--- src/inc/tm0_pkg.sv ---
package tm0_pkg;
  // avalon byte address width; register byte address is four times its index
  localparam int unsigned ADDR_W = 10;
  // register indices (byte address = index * 4)
  localparam logic [7:0] CNT_IDX = 8'h01;
  localparam logic [7:0] CFG_IDX = 8'h81;
  localparam logic [7:0] STAT_IDX = 8'h02;
  // reset values
  localparam logic [7:0] CNT_RST = 8'h00;
  localparam logic [7:0] CFG_RST = 8'h7B;
  // writable config bits; bit 7 is unused
  localparam logic [7:0] CFG_WMASK = 8'h7F;
  // config field positions
  localparam int unsigned IRQ_EDGE_BIT = 6;
  localparam int unsigned SRC_BIT = 5;
  localparam int unsigned EDGE_BIT = 4;
  localparam int unsigned PSA_BIT = 3;
  localparam int unsigned RATE_LSB = 0;
  localparam int unsigned RATE_W = 3;
  // status field positions
  localparam int unsigned OVF_BIT = 0;
  localparam int unsigned EXT_BIT = 1;
  // timing: instruction period in system clocks, write inhibit in periods
  localparam int unsigned INSTR_DIV = 4;
  localparam logic [1:0] INHIBIT_PERIODS = 2'h2;
  // top byte of prescale masks
  localparam logic [7:0] TMR_MASK_TOP = 8'hFF;
  localparam logic [7:0] WDT_MASK_TOP = 8'h7F;
  localparam logic [7:0] CNT_MAX = 8'hFF;
  // bus handshake states, one-hot
  typedef enum logic [1:0] {
    TM0_BUS_IDLE = 2'b01,
    TM0_BUS_ACK = 2'b10
  } tm0_bus_t;
endpackage : tm0_pkg

--- src/tm0_timer.sv ---
`timescale 1ns/1ps
// Behaviour
// count register readable and writable by software
// mode taken from written configuration register
// config bit 6 picks interrupt pin edge
// bit 5: external pin or clock/4
// bit 4: 1 falling, 0 rising count edge
// bit 3: prescaler to watchdog or timer
// bits 2-0: ratio 1:2..256 or 1:1..128
// two instruction periods inhibited after count write
// count write clears prescaler; prescaler hidden; the code clears it on count write only when the timer owns it
// rollover sets sticky flag until software clears
// config bit 7 reads zero, ignores writes
module tm0_timer #(
  parameter int unsigned INSTR_DIV = tm0_pkg::INSTR_DIV
) (
  // clock and reset
  input wire logic clk,
  input wire logic srst,
  // avalon-mm slave
  input wire logic [tm0_pkg::ADDR_W-1:0] avs_address,
  input wire logic avs_read,
  input wire logic avs_write,
  input wire logic [31:0] avs_writedata,
  input wire logic [3:0] avs_byteenable,
  output logic [31:0] avs_readdata,
  output logic avs_waitrequest,
  // pins, asynchronous to clk
  input wire logic ext_count_pin,
  input wire logic ext_irq_pin,
  // watchdog side of the shared prescaler
  input wire logic wdt_tick,
  input wire logic wdt_clear,
  output logic wdt_psc_tick,
  // event flags
  output logic overflow_flag,
  output logic ext_irq_flag
);

  localparam int unsigned DIV_W = (INSTR_DIV > 1) ? $clog2(INSTR_DIV) : 1;
  localparam logic [DIV_W-1:0] DIV_LAST = DIV_W'(INSTR_DIV - 1);

  // the divider needs at least two clocks per instruction period
  generate
    if (INSTR_DIV < 2) begin : g_bad_div
      $error("tm0_timer: INSTR_DIV must be at least 2");
    end
  endgenerate

  // registers
  logic [7:0] count_ff; // timer0_count
  logic [7:0] cfg_ff; // timer_option_config
  logic [7:0] psc_ff; // shared prescaler, not visible to software
  logic [1:0] inh_ff; // instruction periods still inhibited
  logic [DIV_W-1:0] div_ff; // instruction clock divider
  logic cnt_s1_ff, cnt_s2_ff, cnt_s3_ff; // count pin sync + history
  logic irq_s1_ff, irq_s2_ff, irq_s3_ff; // irq pin sync + history
  tm0_pkg::tm0_bus_t bus_ff;
  logic [31:0] rdata_ff;
  logic ovf_ff, ext_ff, wdt_tick_ff;
  logic [1:0] prime_ff; // clocks since reset, until the pin stages are full

  // configuration fields
  wire ext_irq_edge_sel = cfg_ff[tm0_pkg::IRQ_EDGE_BIT];
  wire count_source_sel = cfg_ff[tm0_pkg::SRC_BIT];
  wire count_edge_sel = cfg_ff[tm0_pkg::EDGE_BIT];
  wire prescaler_assign = cfg_ff[tm0_pkg::PSA_BIT];
  wire [2:0] prescale_rate = cfg_ff[tm0_pkg::RATE_LSB +: tm0_pkg::RATE_W];

  // bus decode; an access completes in its second cycle
  wire bus_req = avs_read | avs_write;
  wire bus_done = bus_req & (bus_ff == tm0_pkg::TM0_BUS_ACK);
  wire wr_done = avs_write & bus_done & avs_byteenable[0];
  wire hit_cnt = avs_address == {tm0_pkg::CNT_IDX, 2'b00};
  wire hit_cfg = avs_address == {tm0_pkg::CFG_IDX, 2'b00};
  wire hit_stat = avs_address == {tm0_pkg::STAT_IDX, 2'b00};
  wire cnt_wr = wr_done & hit_cnt;
  wire cfg_wr = wr_done & hit_cfg;
  wire stat_wr = wr_done & hit_stat;
  // writing zero to a status bit clears it
  // and a one leaves it, so software can never set a flag itself
  wire clr_ovf = stat_wr & ~avs_writedata[tm0_pkg::OVF_BIT];
  wire clr_ext = stat_wr & ~avs_writedata[tm0_pkg::EXT_BIT];

  // instruction period tick, clk / INSTR_DIV
  wire instr_tick = div_ff == DIV_LAST;

  // pin edges, seen only after the second sync stage
  // the stages reset low, so a pin that idles high would look like a rise;
  // edges stay masked until all three stages hold real pin samples
  wire primed = prime_ff == 2'h3;
  wire pin_rise = primed & cnt_s2_ff & ~cnt_s3_ff;
  wire pin_fall = primed & ~cnt_s2_ff & cnt_s3_ff;
  wire pin_edge = count_edge_sel ? pin_fall : pin_rise;
  wire irq_rise = primed & irq_s2_ff & ~irq_s3_ff;
  wire irq_fall = primed & ~irq_s2_ff & irq_s3_ff;
  wire irq_evt = ext_irq_edge_sel ? irq_rise : irq_fall;

  // count source select
  wire src_tick = count_source_sel ? pin_edge : instr_tick;

  // prescaler feed and output; the mask picks the ratio
  wire psc_in = prescaler_assign ? wdt_tick : src_tick;
  wire [7:0] tmr_mask = tm0_pkg::TMR_MASK_TOP >> (3'h7 - prescale_rate);
  wire [7:0] wdt_mask = tm0_pkg::WDT_MASK_TOP >> (3'h7 - prescale_rate);
  wire [7:0] psc_mask = prescaler_assign ? wdt_mask : tmr_mask;
  wire psc_out = psc_in & ((psc_ff & psc_mask) == psc_mask);
  // a count write clears it only while the timer owns it
  wire psc_clr = prescaler_assign ? wdt_clear : cnt_wr;

  // timer increment, bypassing the prescaler when the watchdog owns it
  wire tmr_tick = prescaler_assign ? src_tick : psc_out;
  wire cnt_inc = tmr_tick & (inh_ff == 2'h0);
  // a software write wins, so a write over FFh is not a rollover
  wire cnt_wrap = cnt_inc & ~cnt_wr & (count_ff == tm0_pkg::CNT_MAX);

  // read mux; bit 7 of config always reads zero
  // unmapped places read zero, and the prescaler has no place at all
  wire [7:0] rd_byte = hit_cnt ? count_ff :
                       hit_cfg ? (cfg_ff & tm0_pkg::CFG_WMASK) :
                       hit_stat ? {6'h00, ext_ff, ovf_ff} : 8'h00;

  assign avs_waitrequest = bus_req & ~bus_done;
  assign avs_readdata = rdata_ff;
  assign overflow_flag = ovf_ff;
  assign ext_irq_flag = ext_ff;
  assign wdt_psc_tick = wdt_tick_ff;

  // bus handshake: one wait cycle lets read data come from a flop
  always_ff @(posedge clk) begin
    if (srst) begin
      bus_ff <= tm0_pkg::TM0_BUS_IDLE;
    end else begin
      case (bus_ff)
        tm0_pkg::TM0_BUS_IDLE: bus_ff <= bus_req ? tm0_pkg::TM0_BUS_ACK
                                                 : tm0_pkg::TM0_BUS_IDLE;
        tm0_pkg::TM0_BUS_ACK: bus_ff <= tm0_pkg::TM0_BUS_IDLE;
        default: bus_ff <= tm0_pkg::TM0_BUS_IDLE;
      endcase
    end
  end

  // read data captured in the wait cycle, held until the next read
  always_ff @(posedge clk) begin
    if (srst) begin
      rdata_ff <= 32'h0000_0000;
    end else if (avs_read & ~bus_done) begin
      rdata_ff <= {24'h00_0000, rd_byte};
    end
  end

  // two-flop synchronisers plus one history stage for edges
  always_ff @(posedge clk) begin
    if (srst) begin
      {cnt_s1_ff, cnt_s2_ff, cnt_s3_ff} <= 3'h0;
      {irq_s1_ff, irq_s2_ff, irq_s3_ff} <= 3'h0;
    end else begin
      {cnt_s1_ff, cnt_s2_ff, cnt_s3_ff} <= {ext_count_pin, cnt_s1_ff, cnt_s2_ff};
      {irq_s1_ff, irq_s2_ff, irq_s3_ff} <= {ext_irq_pin, irq_s1_ff, irq_s2_ff};
    end
  end

  // priming counter; stops once the edge history is trustworthy
  always_ff @(posedge clk) begin
    if (srst) begin
      prime_ff <= 2'h0;
    end else if (!primed) begin
      prime_ff <= prime_ff + 2'h1;
    end
  end

  // instruction clock divider
  // free-running from reset; a config write does not restart its phase
  always_ff @(posedge clk) begin
    if (srst) begin
      div_ff <= '0;
    end else begin
      div_ff <= instr_tick ? '0 : div_ff + DIV_W'(1);
    end
  end

  // configuration register; new fields act on the next cycle
  always_ff @(posedge clk) begin
    if (srst) begin
      cfg_ff <= tm0_pkg::CFG_RST;
    end else if (cfg_wr) begin
      cfg_ff <= avs_writedata[7:0] & tm0_pkg::CFG_WMASK;
    end
  end

  // prescaler: clear beats count so a write restarts the ratio cleanly
  always_ff @(posedge clk) begin
    if (srst) begin
      psc_ff <= 8'h00;
    end else if (psc_clr) begin
      psc_ff <= 8'h00;
    end else if (psc_in) begin
      psc_ff <= psc_out ? 8'h00 : psc_ff + 8'h01;
    end
  end

  // write inhibit: counted in instruction periods, not system clocks
  // it runs in pin mode too, so a pin edge inside it is not counted
  always_ff @(posedge clk) begin
    if (srst) begin
      inh_ff <= 2'h0;
    end else if (cnt_wr) begin
      inh_ff <= tm0_pkg::INHIBIT_PERIODS;
    end else if (instr_tick && inh_ff != 2'h0) begin
      inh_ff <= inh_ff - 2'h1;
    end
  end

  // count register; a software write wins over an increment
  always_ff @(posedge clk) begin
    if (srst) begin
      count_ff <= tm0_pkg::CNT_RST;
    end else if (cnt_wr) begin
      count_ff <= avs_writedata[7:0];
    end else if (cnt_inc) begin
      count_ff <= count_ff + 8'h01;
    end
  end

  // sticky flags: a set in the clearing cycle wins
  always_ff @(posedge clk) begin
    if (srst) begin
      ovf_ff <= 1'b0;
      ext_ff <= 1'b0;
    end else begin
      ovf_ff <= cnt_wrap | (ovf_ff & ~clr_ovf);
      ext_ff <= irq_evt | (ext_ff & ~clr_ext);
    end
  end

  // prescaled watchdog tick, only while the watchdog owns the prescaler
  always_ff @(posedge clk) begin
    if (srst) begin
      wdt_tick_ff <= 1'b0;
    end else begin
      wdt_tick_ff <= prescaler_assign & psc_out;
    end
  end
endmodule : tm0_timer
--- config.mk ---
export PLATFORM = sky130hd
export DESIGN_NAME = tm0_timer
export DESIGN_NICKNAME = d
export VERILOG_FILES = /design/src/inc/tm0_pkg.sv /design/src/tm0_timer.sv
export SDC_FILE = /design/constraint.sdc
export NUM_CORES = 1
export LEC_CHECK = 0
export CAP_MARGIN = 20
export CELL_PAD_IN_SITES_DETAIL_PLACEMENT = 0
export CELL_PAD_IN_SITES_GLOBAL_PLACEMENT = 2
export CORE_ASPECT_RATIO = 0.75
export CORE_MARGIN = 3
export CORE_UTILIZATION = 38
export DETAILED_ROUTE_END_ITERATION = 7
export DONT_BUFFER_PORTS = 1
export GPL_TIMING_DRIVEN = 0
export PLACE_DENSITY_LB_ADDON = 0.1
export SLEW_MARGIN = 30
export SYNTH_ARGS = -nofsm -noshare
export SYNTH_HDL_FRONTEND = slang
export SYNTH_SLANG_ARGS = --single-unit
--- constraint.sdc ---
create_clock -name clk -period 4.6 [get_ports clk]
set_clock_uncertainty 0.2 [all_clocks]
set_input_delay 0 -clock clk [delete_from_list [all_inputs] [get_ports clk]]
set_output_delay 0 -clock clk [all_outputs]
set_load 0.02 [all_outputs]
== Word level (Yosys, flattened, before mapping) ==
Cells that the tools add are included.
Storage, ports and cells
  input bits: 54
  bits in writable memories: 0
  bits in latches: 0
  output and inout bits: 36
  register bits: 48
  memories kept: 0
  ROM bits: 0
  logic and storage cells: 100
Operators by class
  shifts and indexed selects: 2
  div/mod/pow operators: 0
  reductions and logical operators: 9
  bitwise operators: 40
  mux-type cells: 16
  $mul: 0
  add/subtract/negate cells: 6
  order comparisons: 0
  equality and inequality tests: 9
Operators with widths (count)
  2-to-1 mux 8 bit: 5
  bitwise AND 1 bit: 25
  adder 8 x 1 -> 8 bit (second input constant): 2
  NOT 1 bit: 11
  equality test 10 bit (second input constant): 1
  equality test 10 x 3 -> 1 bit (second input constant): 1
  equality test 10 x 4 -> 1 bit (second input constant): 1
  bitwise AND 8 bit: 1
  equality test 8 bit: 1
  equality test 8 bit (second input constant): 1
  2-to-1 mux 2 bit: 4
  OR reduction 2 bit: 4
  >> shifter 7 x 3 -> 8 bit (first input constant): 1
  >> shifter 8 x 3 -> 8 bit (first input constant): 1
  2-to-1 mux 7 bit: 1
  equality test 2 bit (second input constant): 3
  2-to-1 mux 1 bit: 6
  nonzero test 2 bit: 3
  adder 2 x 1 -> 2 bit (second input constant): 2
  bitwise OR 1 bit: 3
  subtractor 3 bit (first input constant): 1
  equality test 2 x 1 -> 1 bit (second input constant): 1
  logical NOT 2 bit: 1
  subtractor 2 x 1 -> 2 bit (second input constant): 1
  logical AND 1 bit: 1

== Longest topological paths before layout ==
Gate-level depths: netlist of run 1.
  word-level depth: 12
  gate-level depth with buffers: 8
  gate-level depth less buffers: 7

== Worst setup path after synthesis of run 1 ==
Ideal clock, no wire load.
  kind: reg2reg
  start point: reg cfg_ff[4]
  end point: reg count_ff[6]
  data required time: 4312 ps
  cell stages (with the launch flop): 7
  period minus slack after synthesis: 2090 ps
  slack: 2510 ps
  setup time: 88 ps
  path buffers: 1
  arrival time: 1802 ps
  cells stage by stage: dfxtp_1 -> or3b_1 -> a21oi_2 -> o21ai_2 -> buf_6 -> or4_4 -> a311oi_2
Between the ends
  word-level cells in the longest chain between the ends: 7
RTL lines
  start, declared: RTL line tm0_timer.sv:52  | logic [7:0] cfg_ff;
  start signal, assigned: RTL line tm0_timer.sv:185  | cfg_ff <= tm0_pkg::CFG_RST;
  start signal, assigned: RTL line tm0_timer.sv:187  | cfg_ff <= avs_writedata[7:0] & tm0_pkg::CFG_WMASK;
  2-to-1 mux 1 bit (*): RTL line tm0_timer.sv:94  | wire pin_edge = count_edge_sel ? pin_fall : pin_rise;
  2-to-1 mux 1 bit (*): RTL line tm0_timer.sv:100  | wire src_tick = count_source_sel ? pin_edge : instr_tick;
  2-to-1 mux 1 bit: RTL line tm0_timer.sv:103  | wire psc_in = prescaler_assign ? wdt_tick : src_tick;
  bitwise AND 1 bit: RTL line tm0_timer.sv:107  | wire psc_out = psc_in & ((psc_ff & psc_mask) == psc_mask);
  2-to-1 mux 1 bit (*): RTL line tm0_timer.sv:112  | wire tmr_tick = prescaler_assign ? src_tick : psc_out;
  bitwise AND 1 bit (*): RTL line tm0_timer.sv:113  | wire cnt_inc = tmr_tick & (inh_ff == 2'h0);
  nonzero test 2 bit (no source line) (*)
  end signal, assigned: RTL line tm0_timer.sv:217  | count_ff <= tm0_pkg::CNT_RST;
  end signal, assigned: RTL line tm0_timer.sv:219  | count_ff <= avs_writedata[7:0];
  end signal, assigned: RTL line tm0_timer.sv:221  | count_ff <= count_ff + 8'h01;
  end, declared: RTL line tm0_timer.sv:51  | logic [7:0] count_ff;
Mark *: on every way between the ends. The rest lies on a longest branch, timed or not.
A chain may end at the register's enable or synchronous reset.

== Worst setup path after layout of run 1 ==
  start point: reg bus_ff[1]
  end point: reg count_ff[7]
Between the ends
  word-level cells in the longest chain between the ends: 6
  elaborated cells on any way between the ends: 7
  those cells by class: 1 x eq/ne; 1 x mux; 4 x bitwise; 1 x reduce/logical
RTL lines
  start, declared: RTL line tm0_timer.sv:58  | tm0_pkg::tm0_bus_t bus_ff;
  start signal, assigned: RTL line tm0_timer.sv:132  | bus_ff <= tm0_pkg::TM0_BUS_IDLE;
  start signal, assigned: RTL line tm0_timer.sv:135  | tm0_pkg::TM0_BUS_IDLE: bus_ff <= bus_req ? tm0_pkg::TM0_BUS_ACK
  start signal, assigned: RTL line tm0_timer.sv:137  | tm0_pkg::TM0_BUS_ACK: bus_ff <= tm0_pkg::TM0_BUS_IDLE;
  equality test 2 bit (*): RTL line tm0_timer.sv:72  | wire bus_done = bus_req & (bus_ff == tm0_pkg::TM0_BUS_ACK);
  bitwise AND 1 bit (*): RTL line tm0_timer.sv:72
  bitwise AND 1 bit (*) (2 in a row): RTL line tm0_timer.sv:73  | wire wr_done = avs_write & bus_done & avs_byteenable[0];
  bitwise AND 1 bit (*): RTL line tm0_timer.sv:77  | wire cnt_wr = wr_done & hit_cnt;
  2-to-1 mux 8 bit / nonzero test 2 bit (equally long branches)
Marks and branches as above.

==> results.json, run 1 <==
{
  "wl_per_cell_um": 15.4,
  "globalRouteTotalUtil_pct": 17.8,
  "nets": 404,
  "wl_um": 6580,
  "hpwl_um": 4910,
  "synthTopCellsByArea": "dfxtp_1, buf_4, nand3_1",
  "hold_violations": 0,
  "crit_buf_inv": 3,
  "ff2ff_path_depth": 8,
  "final_cell_mix": "dfxtp_1, nor2_1, nand3_1, dlygate4sd3_1",
  "io_buffers": 0,
  "drtPass1Iterations": 4,
  "clock_path_buffers": 2,
  "synthArstFlopShare_pct": 0,
  "drt_iter0_markers": 131,
  "power_mw": 0.815,
  "endpoint_kind": "register",
  "synth_area_leader_cell": "dfxtp_1",
  "grt_pass1_vias": 2116,
  "vias_per_cell": 5.13,
  "drv_cap": 0,
  "ys.flop_type": "dfxtp_1",
  "max_stage_delay_ns": 0.57,
  "critical_path_class": "register to register",
  "cts.htree.levels": 2,
  "die_w_um": 100,
  "start_kind": "register",
  "diodes": 0,
  "tritoncts": "yes",
  "synth_cell_types": 58,
  "finalCritPeriodShare_pct": 60.3,
  "io_pins": 90,
  "setup.worst_path.end": "count_ff[7]",
  "netlist.area_leader.share_pct": 38.0,
  "clkSlewWorstSetupHoldPaths_ns": 0.10,
  "row_count": 25,
  "ir_drop_mv": 0.110,
  "cp.required_ns": 4.65,
  "reg2reg_setup_slack_ns": 1.83,
  "drive_above_1_share_pct": 15.0,
  "cts_buffers": 5,
  "setup_violations": 0,
  "synthToLayoutAreaGrowth_pct": 21.2,
  "arrival_ns": 2.83,
  "whs_path_depth": 4,
  "r2r-end": "count_ff[7]",
  "power_density_mw_per_mm2": 266,
  "synth_seq_area_share_pct": 38.0,
  "ant_nets": 0,
  "rsz0062_at_grt": "false",
  "r2r_start": "bus_ff[1]",
  "clk_latency_ns": 0.31,
  "status": "finished clean",
  "final_common_cell": "dfxtp_1",
  "stdcell_count": 427,
  "drc_errors": 0,
  "crit_path_start": "bus_ff[1]",
  "via_count": 2190,
  "grt_pass1_wl_um": 10800,
  "antenna_found_initial": 0,
  "placed_cells": 394,
  "min_period_ns": 2.77,
  "cpMaxStageDelayCell": "dlygate4sd3_1",
  "worst-path-max-fanout": 6,
  "start_util_pct": 39.6,
  "die_y_um": 76.6,
  "clkSinkCount": 48,
  "place_congestion": 0.817,
  "die_area_mm2": 0.00768,
  "grt_max_degree": 16,
  "coreArea_mm2": 0.00638,
  "tns_ns": 0,
  "hold_path.class": "primary input to register",
  "path_cells": "nor2b_1 -> and3_1 -> and2_0 -> clkbuf_1 -> nand3_1 -> dlygate4sd3_1 -> nand3_1 -> dlygate4sd3_1",
  "max_freq_mhz": 361,
  "synth_edf_count": 0,
  "globalRouteOverflowTotal": 0,
  "tightest_slew_ns": 0.623,
  "cts.repair.resized": 0,
  "slew_headroom_pct": 58.5,
  "slew_violations": 0,
  "path_depth": 8,
  "syn_avg_cell_area_um2": 8.72,
  "ys_ff_latch": 48,
  "syn-cell-area_mm2": 0.00253,
  "synth_cells": 290,
  "critPathTopFamily": "buffers and inverters",
  "power_leakage_nw": 1.17,
  "yosys_warnings": 0,
  "clk_root_buffer_cell": "clkbuf_8"
}
## metrics by stage
| step | cell area, um^2 | hold WS, ns | worst slack, ns | utilization (%) |
|---|---|---|---|---|
| after floorplan | 2610 | -0.0718 | 2.51 | - |
| after global placement | 2720 | -0.0697 | 2.10 | 42.5 |
| after detailed placement | 2720 | -0.0660 | 2.11 | 42.5 |
| after CTS | 3060 | 0.0314 | 1.87 | 48.0 |
| after global routing | 3060 | 0.0966 | 1.65 | 48.0 |
| final | 3060 | 0.0188 | 1.83 | 48.0 |
## routing by layer
metal  up-vias  routed length [um]  GRT usage [%]
li1       1109                   -              -
met1      1005                3310           27.3
met2        72                2660           24.2
met3         4                 591           5.12
met4         0                  25           4.17
met5         -                   0              0
## how the worst min path moves through the flow
| stage | from | end | slack (ns) |
|---|---|---|---|
| floorplan | ext_count_pin | cnt_s1_ff | -0.07 |
| global placement | ext_irq_pin | irq_s1_ff | -0.07 |
| detailed placement | ext_count_pin | cnt_s1_ff | -0.07 |
| CTS | avs_read | avs_readdata[1] | 0.03 |
| global route | avs_address[9] | avs_readdata[7] | 0.1 |
| finish | avs_read | avs_readdata[1] | 0.02 |
## state kept, by name (all words and copies together) (netlist names)
name           cells
cfg_ff             7
irq_s2_ff          1
irq_s1_ff          1
inh_ff             2
avs_readdata       8
count_ff           8
irq_s3_ff          1
psc_ff             8
prime_ff           2
cnt_s3_ff          1
cnt_s2_ff          1
overflow_flag      1
bus_ff             2
cnt_s1_ff          1
div_ff             2
ext_irq_flag       1
wdt_psc_tick       1
## final cells by class
| cell class | instances | area (um^2) |
|---|---|---|
| fill | 671 | 3320 |
| multi-input combinational | 218 | 1350 |
| sequential | 48 | 961 |
| buffer | 39 | 277 |
| timing repair buffer | 25 | 250 |
| tap | 81 | 101 |
| clock buffer | 6 | 82.6 |
| inverter | 8 | 30.0 |
| clock inverter | 2 | 15.0 |
## kinds of logic after synthesis
kind of cell,share of synthesized area (%)
muxes,0.396
and+or+nand+nor,25.3
other,0.148
xor gates and xnor gates,2.77
adders and majority gates,3.32
DFF,38.0
buffers and inverters,12.1
AOI/OAI and AO/OA,17.9
## worst register-to-register path, stage by stage, from the launching register on
cell           delay (ns)
dfxtp_1              0.34
nor2b_1              0.22
and3_1               0.21
and2_0               0.12
clkbuf_1             0.31
nand3_1              0.11
dlygate4sd3_1        0.57
nand3_1              0.09
dlygate4sd3_1        0.56
## power by group
part | total (mW) | internal [mW] | switching [mW]
Sequential | 0.443 | 0.430 | 0.0128
Clock | 0.277 | 0.122 | 0.155
Combinational | 0.0946 | 0.0429 | 0.0516
## what timing repair did
item	CTS	global route
hold endpoints to repair	37	0
setup endpoints to repair	0	0
hold buffers	25	0
setup buffers	0	0
## synthesized netlist by cell type (all sizes together), types with 3 or more instances
cell and n:
nor2 27, o21ai 8, nand2b 3, nor3 10, nor2b 11, ha 5
and4 3, nand2 23, inv 7, xnor2 3, clkbuf 8, buf 31
nand4 3, a311oi 7, a211oi 8, a22oi 5, xor2 5, dfxtp 48
o31ai 5, nand3 25, a21oi 8, or4 4
(Power assumes the default switching activity.)
==> run 2, diff against run 1 <==
- CORE_UTILIZATION: 38 -> 32
- clock period: 4.6 -> 2.3 ns (I/O delays scaled with it)
==> results.json, run 2 (synthesized netlist as in run 1, its figures left out) <==
{
  "status": "finished clean",
  "nets": 398,
  "worst_slack_ns": 0.0827,
  "arrival_ns": 2.24,
  "tritoncts": "yes",
  "wl_per_cell_um": 15.1,
  "drc_errors": 0,
  "max_freq_mhz": 451,
  "final_cell_mix": "dfxtp_1, nor2_1, nand3_1, buf_4, conb_1",
  "min_period_ns": 2.22,
  "die_area_mm2": 0.00901,
  "worst-path-max-fanout": 10,
  "clk_latency_ns": 0.30,
  "ir_drop_mv": 0.251,
  "drtPass1Iterations": 4,
  "hold_violations": 0,
  "die_y_um": 83.0,
  "setup_violations": 0,
  "vias_per_cell": 4.88,
  "drv_cap": 0,
  "tightest_slew_ns": 0.678,
  "via_count": 2152,
  "power_density_mw_per_mm2": 561,
  "ff2ff_path_depth": 7,
  "slew_headroom_pct": 54.8,
  "start_kind": "register",
  "pre_cts_slack_ns": -0.208,
  "grt_pass1_vias": 2043,
  "diodes": 0,
  "io_pins": 90,
  "globalRouteOverflowTotal": 0,
  "wl_um": 6680,
  "rsz0062_at_grt": "true",
  "row_count": 27,
  "cp.required_ns": 2.33,
  "clk_root_buffer_cell": "clkbuf_8",
  "finalCritPeriodShare_pct": 96.4,
  "endpoint_kind": "register",
  "synthToLayoutAreaGrowth_pct": 21.2,
  "cts.htree.levels": 2,
  "ant_nets": 0,
  "power_mw": 1.72,
  "drt_iter0_markers": 109,
  "clkSlewWorstSetupHoldPaths_ns": 0.10,
  "globalRouteTotalUtil_pct": 15.1,
  "drive_above_1_share_pct": 18.2,
  "coreArea_mm2": 0.00750,
  "die_w_um": 109,
  "clock_path_buffers": 2,
  "tns_ns": 0,
  "fin_hold_ws_ns": 0.0521,
  "slew_violations": 0,
  "fin_util_pct": 40.9,
  "start_util_pct": 33.7,
  "io_buffers": 0,
  "place_congestion": 0.790,
  "cts_buffers": 5,
  "critical_path_class": "register to register",
  "final_common_cell": "dfxtp_1",
  "clkSinkCount": 48,
  "grt_pass1_wl_um": 10600,
  "antenna_found_initial": 0,
  "hpwl_um": 5020,
  "grt_max_degree": 17,
  "whs_path_depth": 4,
  "power_leakage_nw": 1.18,
  "hold_path.class": "primary input to register"
}
==> run 2: path summary, 6_finish.rpt <==
kind                                 from         endpoint  slack, ns
worst max register to register  cfg_ff[0]      count_ff[5]       0.08
worst max-delay path            cfg_ff[0]      count_ff[5]       0.08
worst min-delay path             avs_read  avs_readdata[0]       0.05
worst min register to register  div_ff[0]        div_ff[0]       0.24
==> run 2: through the flow <==
stage,cells,instance area (um^2)
after CTS,440,3040
after global placement,414,2740
after detailed placement,414,2740
after floorplan,313,2610
after global routing,441,3060
final,441,3060
==> run 2: worst max-delay path, stage by stage, from the launching register on <==
cell,delay [ns]
dfxtp_2,0.36
inv_2,0.08
maj3_2,0.19
a221o_1,0.23
a41oi_4,0.16
buf_6,0.17
or4_1,0.52
a311oi_2,0.23
==> run 2: repair_timing <==
item / in CTS / in global routing
resized for setup: 1 / 10
hold endpoints to repair: 37 / 0
hold buffers: 18 / 0
buffers inserted: 0 / 1
pin swaps: 0 / 5
setup endpoints to repair: 9 / 14
==> run 2: layer usage <==
metal / vias up / track usage (%) / share of wire (%)
met1: 988 / 23.2 / 52
met5: - / 0 / 0
met3: 8 / 4.58 / 7.5
met4: 0 / 3.10 / 0.69
met2: 62 / 20.6 / 40
li1: 1094 / - / -
==> run 2: power breakdown <==
group	internal, mW	leakage, nW	total [mW]	switching, mW
combinational	0.0875	0.732	0.193	0.105
clock	0.328	0.0548	0.639	0.311
sequential	0.860	0.391	0.886	0.0263
total	1.28	1.18	1.72	0.443
==> run 2: layout make-up <==
class | count | area, um^2
buffer | 39 | 279
clock buffer | 5 | 68.8
clock inverter | 3 | 46.3
fill | 803 | 4440
inverter | 8 | 30.0
multi-input combinational | 218 | 1360
sequential | 48 | 966
tap | 101 | 126
timing repair buffer | 19 | 188
==> run 3, diff against run 2 <==
- ABC_AREA: not set -> 1
- CORE_MARGIN: 3 -> 2
- CORE_UTILIZATION: 32 -> 30
==> results.json, run 3 <==
{
  "final_common_cell": "nand2_1",
  "hold_violations": 1,
  "critical_path_class": "register to register",
  "clk_root_buffer_cell": "clkbuf_16",
  "min_period_ns": 2.04,
  "synth_cell_types": 31,
  "drive_above_1_share_pct": 11.3,
  "ys.flop_type": "dfxtp_1",
  "tns_ns": 0,
  "ys_top_cells_by_count": "nand2_1, inv_1, dfxtp_1, nor2_1",
  "die_y_um": 84.5,
  "globalRouteOverflowTotal": 0,
  "clock_path_buffers": 2,
  "setup_violations": 0,
  "placed_cell_area_mm2": 0.00281,
  "wl_per_cell_um": 12.9,
  "drv_cap": 0,
  "synth_area_leader_cell": "dfxtp_1",
  "worst-path-max-fanout": 8,
  "start_kind": "register",
  "synth_cells": 371,
  "endpoint_kind": "register",
  "slew_violations": 0,
  "ys_ff_latch": 48,
  "drc_errors": 0,
  "synth_edf_count": 0,
  "cts_buffers": 5,
  "grt_max_degree": 17,
  "clkSinkCount": 48,
  "slew_headroom_pct": 62.2,
  "clk_latency_ns": 0.29,
  "syn_avg_cell_area_um2": 6.99,
  "die_area_mm2": 0.00941,
  "yosys_warnings": 0,
  "coreArea_mm2": 0.00842,
  "rsz0062_at_grt": "false",
  "synth_seq_area_share_pct": 37.1,
  "io_buffers": 0,
  "crit_path_start": "prime_ff[0]",
  "via_count": 2358,
  "die_w_um": 111,
  "status": "complete, but fails checks",
  "vias_per_cell": 4.42,
  "start_util_pct": 30.8,
  "r2r_start": "prime_ff[0]",
  "synthToLayoutAreaGrowth_pct": 23.1,
  "syn-cell-area_mm2": 0.00259,
  "synthTopCellsByArea": "dfxtp_1, nand2_1, inv_1",
  "yosysMostFrequentCell": "nand2_1",
  "tritoncts": "yes",
  "power_density_mw_per_mm2": 576,
  "ant_nets": 0,
  "hpwl_um": 5300,
  "clkSlewWorstSetupHoldPaths_ns": 0.07,
  "arrival_ns": 2.02,
  "fin_hold_ws_ns": -0.00723,
  "nets": 482,
  "drt_iter0_markers": 109,
  "netlist.area_leader.share_pct": 37.1,
  "ir_drop_mv": 0.344,
  "grt_pass1_vias": 2195,
  "cts.htree.levels": 2,
  "max_freq_mhz": 491,
  "cp.required_ns": 2.29,
  "place_congestion": 0.828,
  "synthArstFlopShare_pct": 0,
  "grt_pass1_wl_um": 11400,
  "fin_area_mm2": 0.00319,
  "wl_um": 6870,
  "hold_path.class": "primary input to register",
  "globalRouteTotalUtil_pct": 15.2,
  "tightest_slew_ns": 0.566,
  "io_pins": 90,
  "final_cell_mix": "nand2_1, inv_1, dfxtp_1",
  "power_mw": 1.84,
  "power_leakage_nw": 1.40,
  "violations": "negative hold slack",
  "drtPass1Iterations": 4,
  "row_count": 29,
  "antenna_found_initial": 1,
  "finalCritPeriodShare_pct": 88.5,
  "hp-start": "srst"
}
[run 3: area by class of cell]
cell class / instances / area [um^2]
sequential: 48 / 961
buffer: 32 / 214
clock buffer: 5 / 125
timing repair buffer: 22 / 220
clock inverter: 3 / 23.8
multi-input combinational: 262 / 1310
antenna: 1 / 2.50
inverter: 52 / 195
fill: 910 / 5230
tap: 108 / 135
[run 3: cell families (layout without fill, tap and decap cells)]
kind of cell / count (synthesis) / count (layout) / share of synthesized area, %
simple gates: 166 / 166 / 28.6
compound gates: 58 / 58 / 12.9
xor+xnor: 9 / 9 / 3.04
flops: 48 / 48 / 37.1
other cells: 1 / 25 / 0.145
buf+inv: 84 / 114 / 15.8
fa+ha+maj: 5 / 5 / 2.41
[run 3: metrics by stage]
step           util, %  instances  setup WS (ns)
2_1_floorplan        -        394          0.700
3_3_place_gp      33.4        502          0.148
3_5_place_dp      33.4        502          0.167
4_1_cts           37.8        532          0.141
5_1_grt           37.9        533         0.0731
6_report          37.9        533          0.264
[run 3: path summary, 6_finish.rpt]
check | to | slack, ns | depth (start not counted)
worst max-delay path | psc_ff[3] | 0.26 | 8
worst max register to register | psc_ff[3] | 0.26 | 8
worst min-delay path | div_ff[1] | -0.007 | 2
worst min register to register | irq_s2_ff | 0.20 | 2
[run 3: worst max-delay path: stages (launching register included)]
cell     delay, ns
dfxtp_1       0.35
ha_1          0.28
nand4_1       0.19
nand3_1       0.15
nand2_2       0.13
inv_1         0.22
nand3_2       0.20
nand2_1       0.15
nor2_1        0.06
[run 3: power breakdown]
group          internal, mW  switching [mW]
Clock                 0.405           0.337
Sequential            0.864          0.0294
Combinational        0.0870           0.115
[run 3: timing repair]
action | in CTS | in global routing
resized for setup | 0 | 1
setup endpoints to repair | 0 | 2
buffers inserted | 0 | 0
hold buffers | 22 | 0
endpoints found under the hold margin | 37 | 0
[run 3: routing by layer]
metal / track usage (%) / wire, um / vias to the layer above / part of all wire (%)
met4: 3.03 / 38 / 0 / 0.55
met3: 3.83 / 516 / 4 / 7.5
met1: 23.4 / 3710 / 1026 / 54
li1: - / - / 1258 / -
met2: 21.3 / 2600 / 70 / 38
met5: 0 / 0 / - / 0
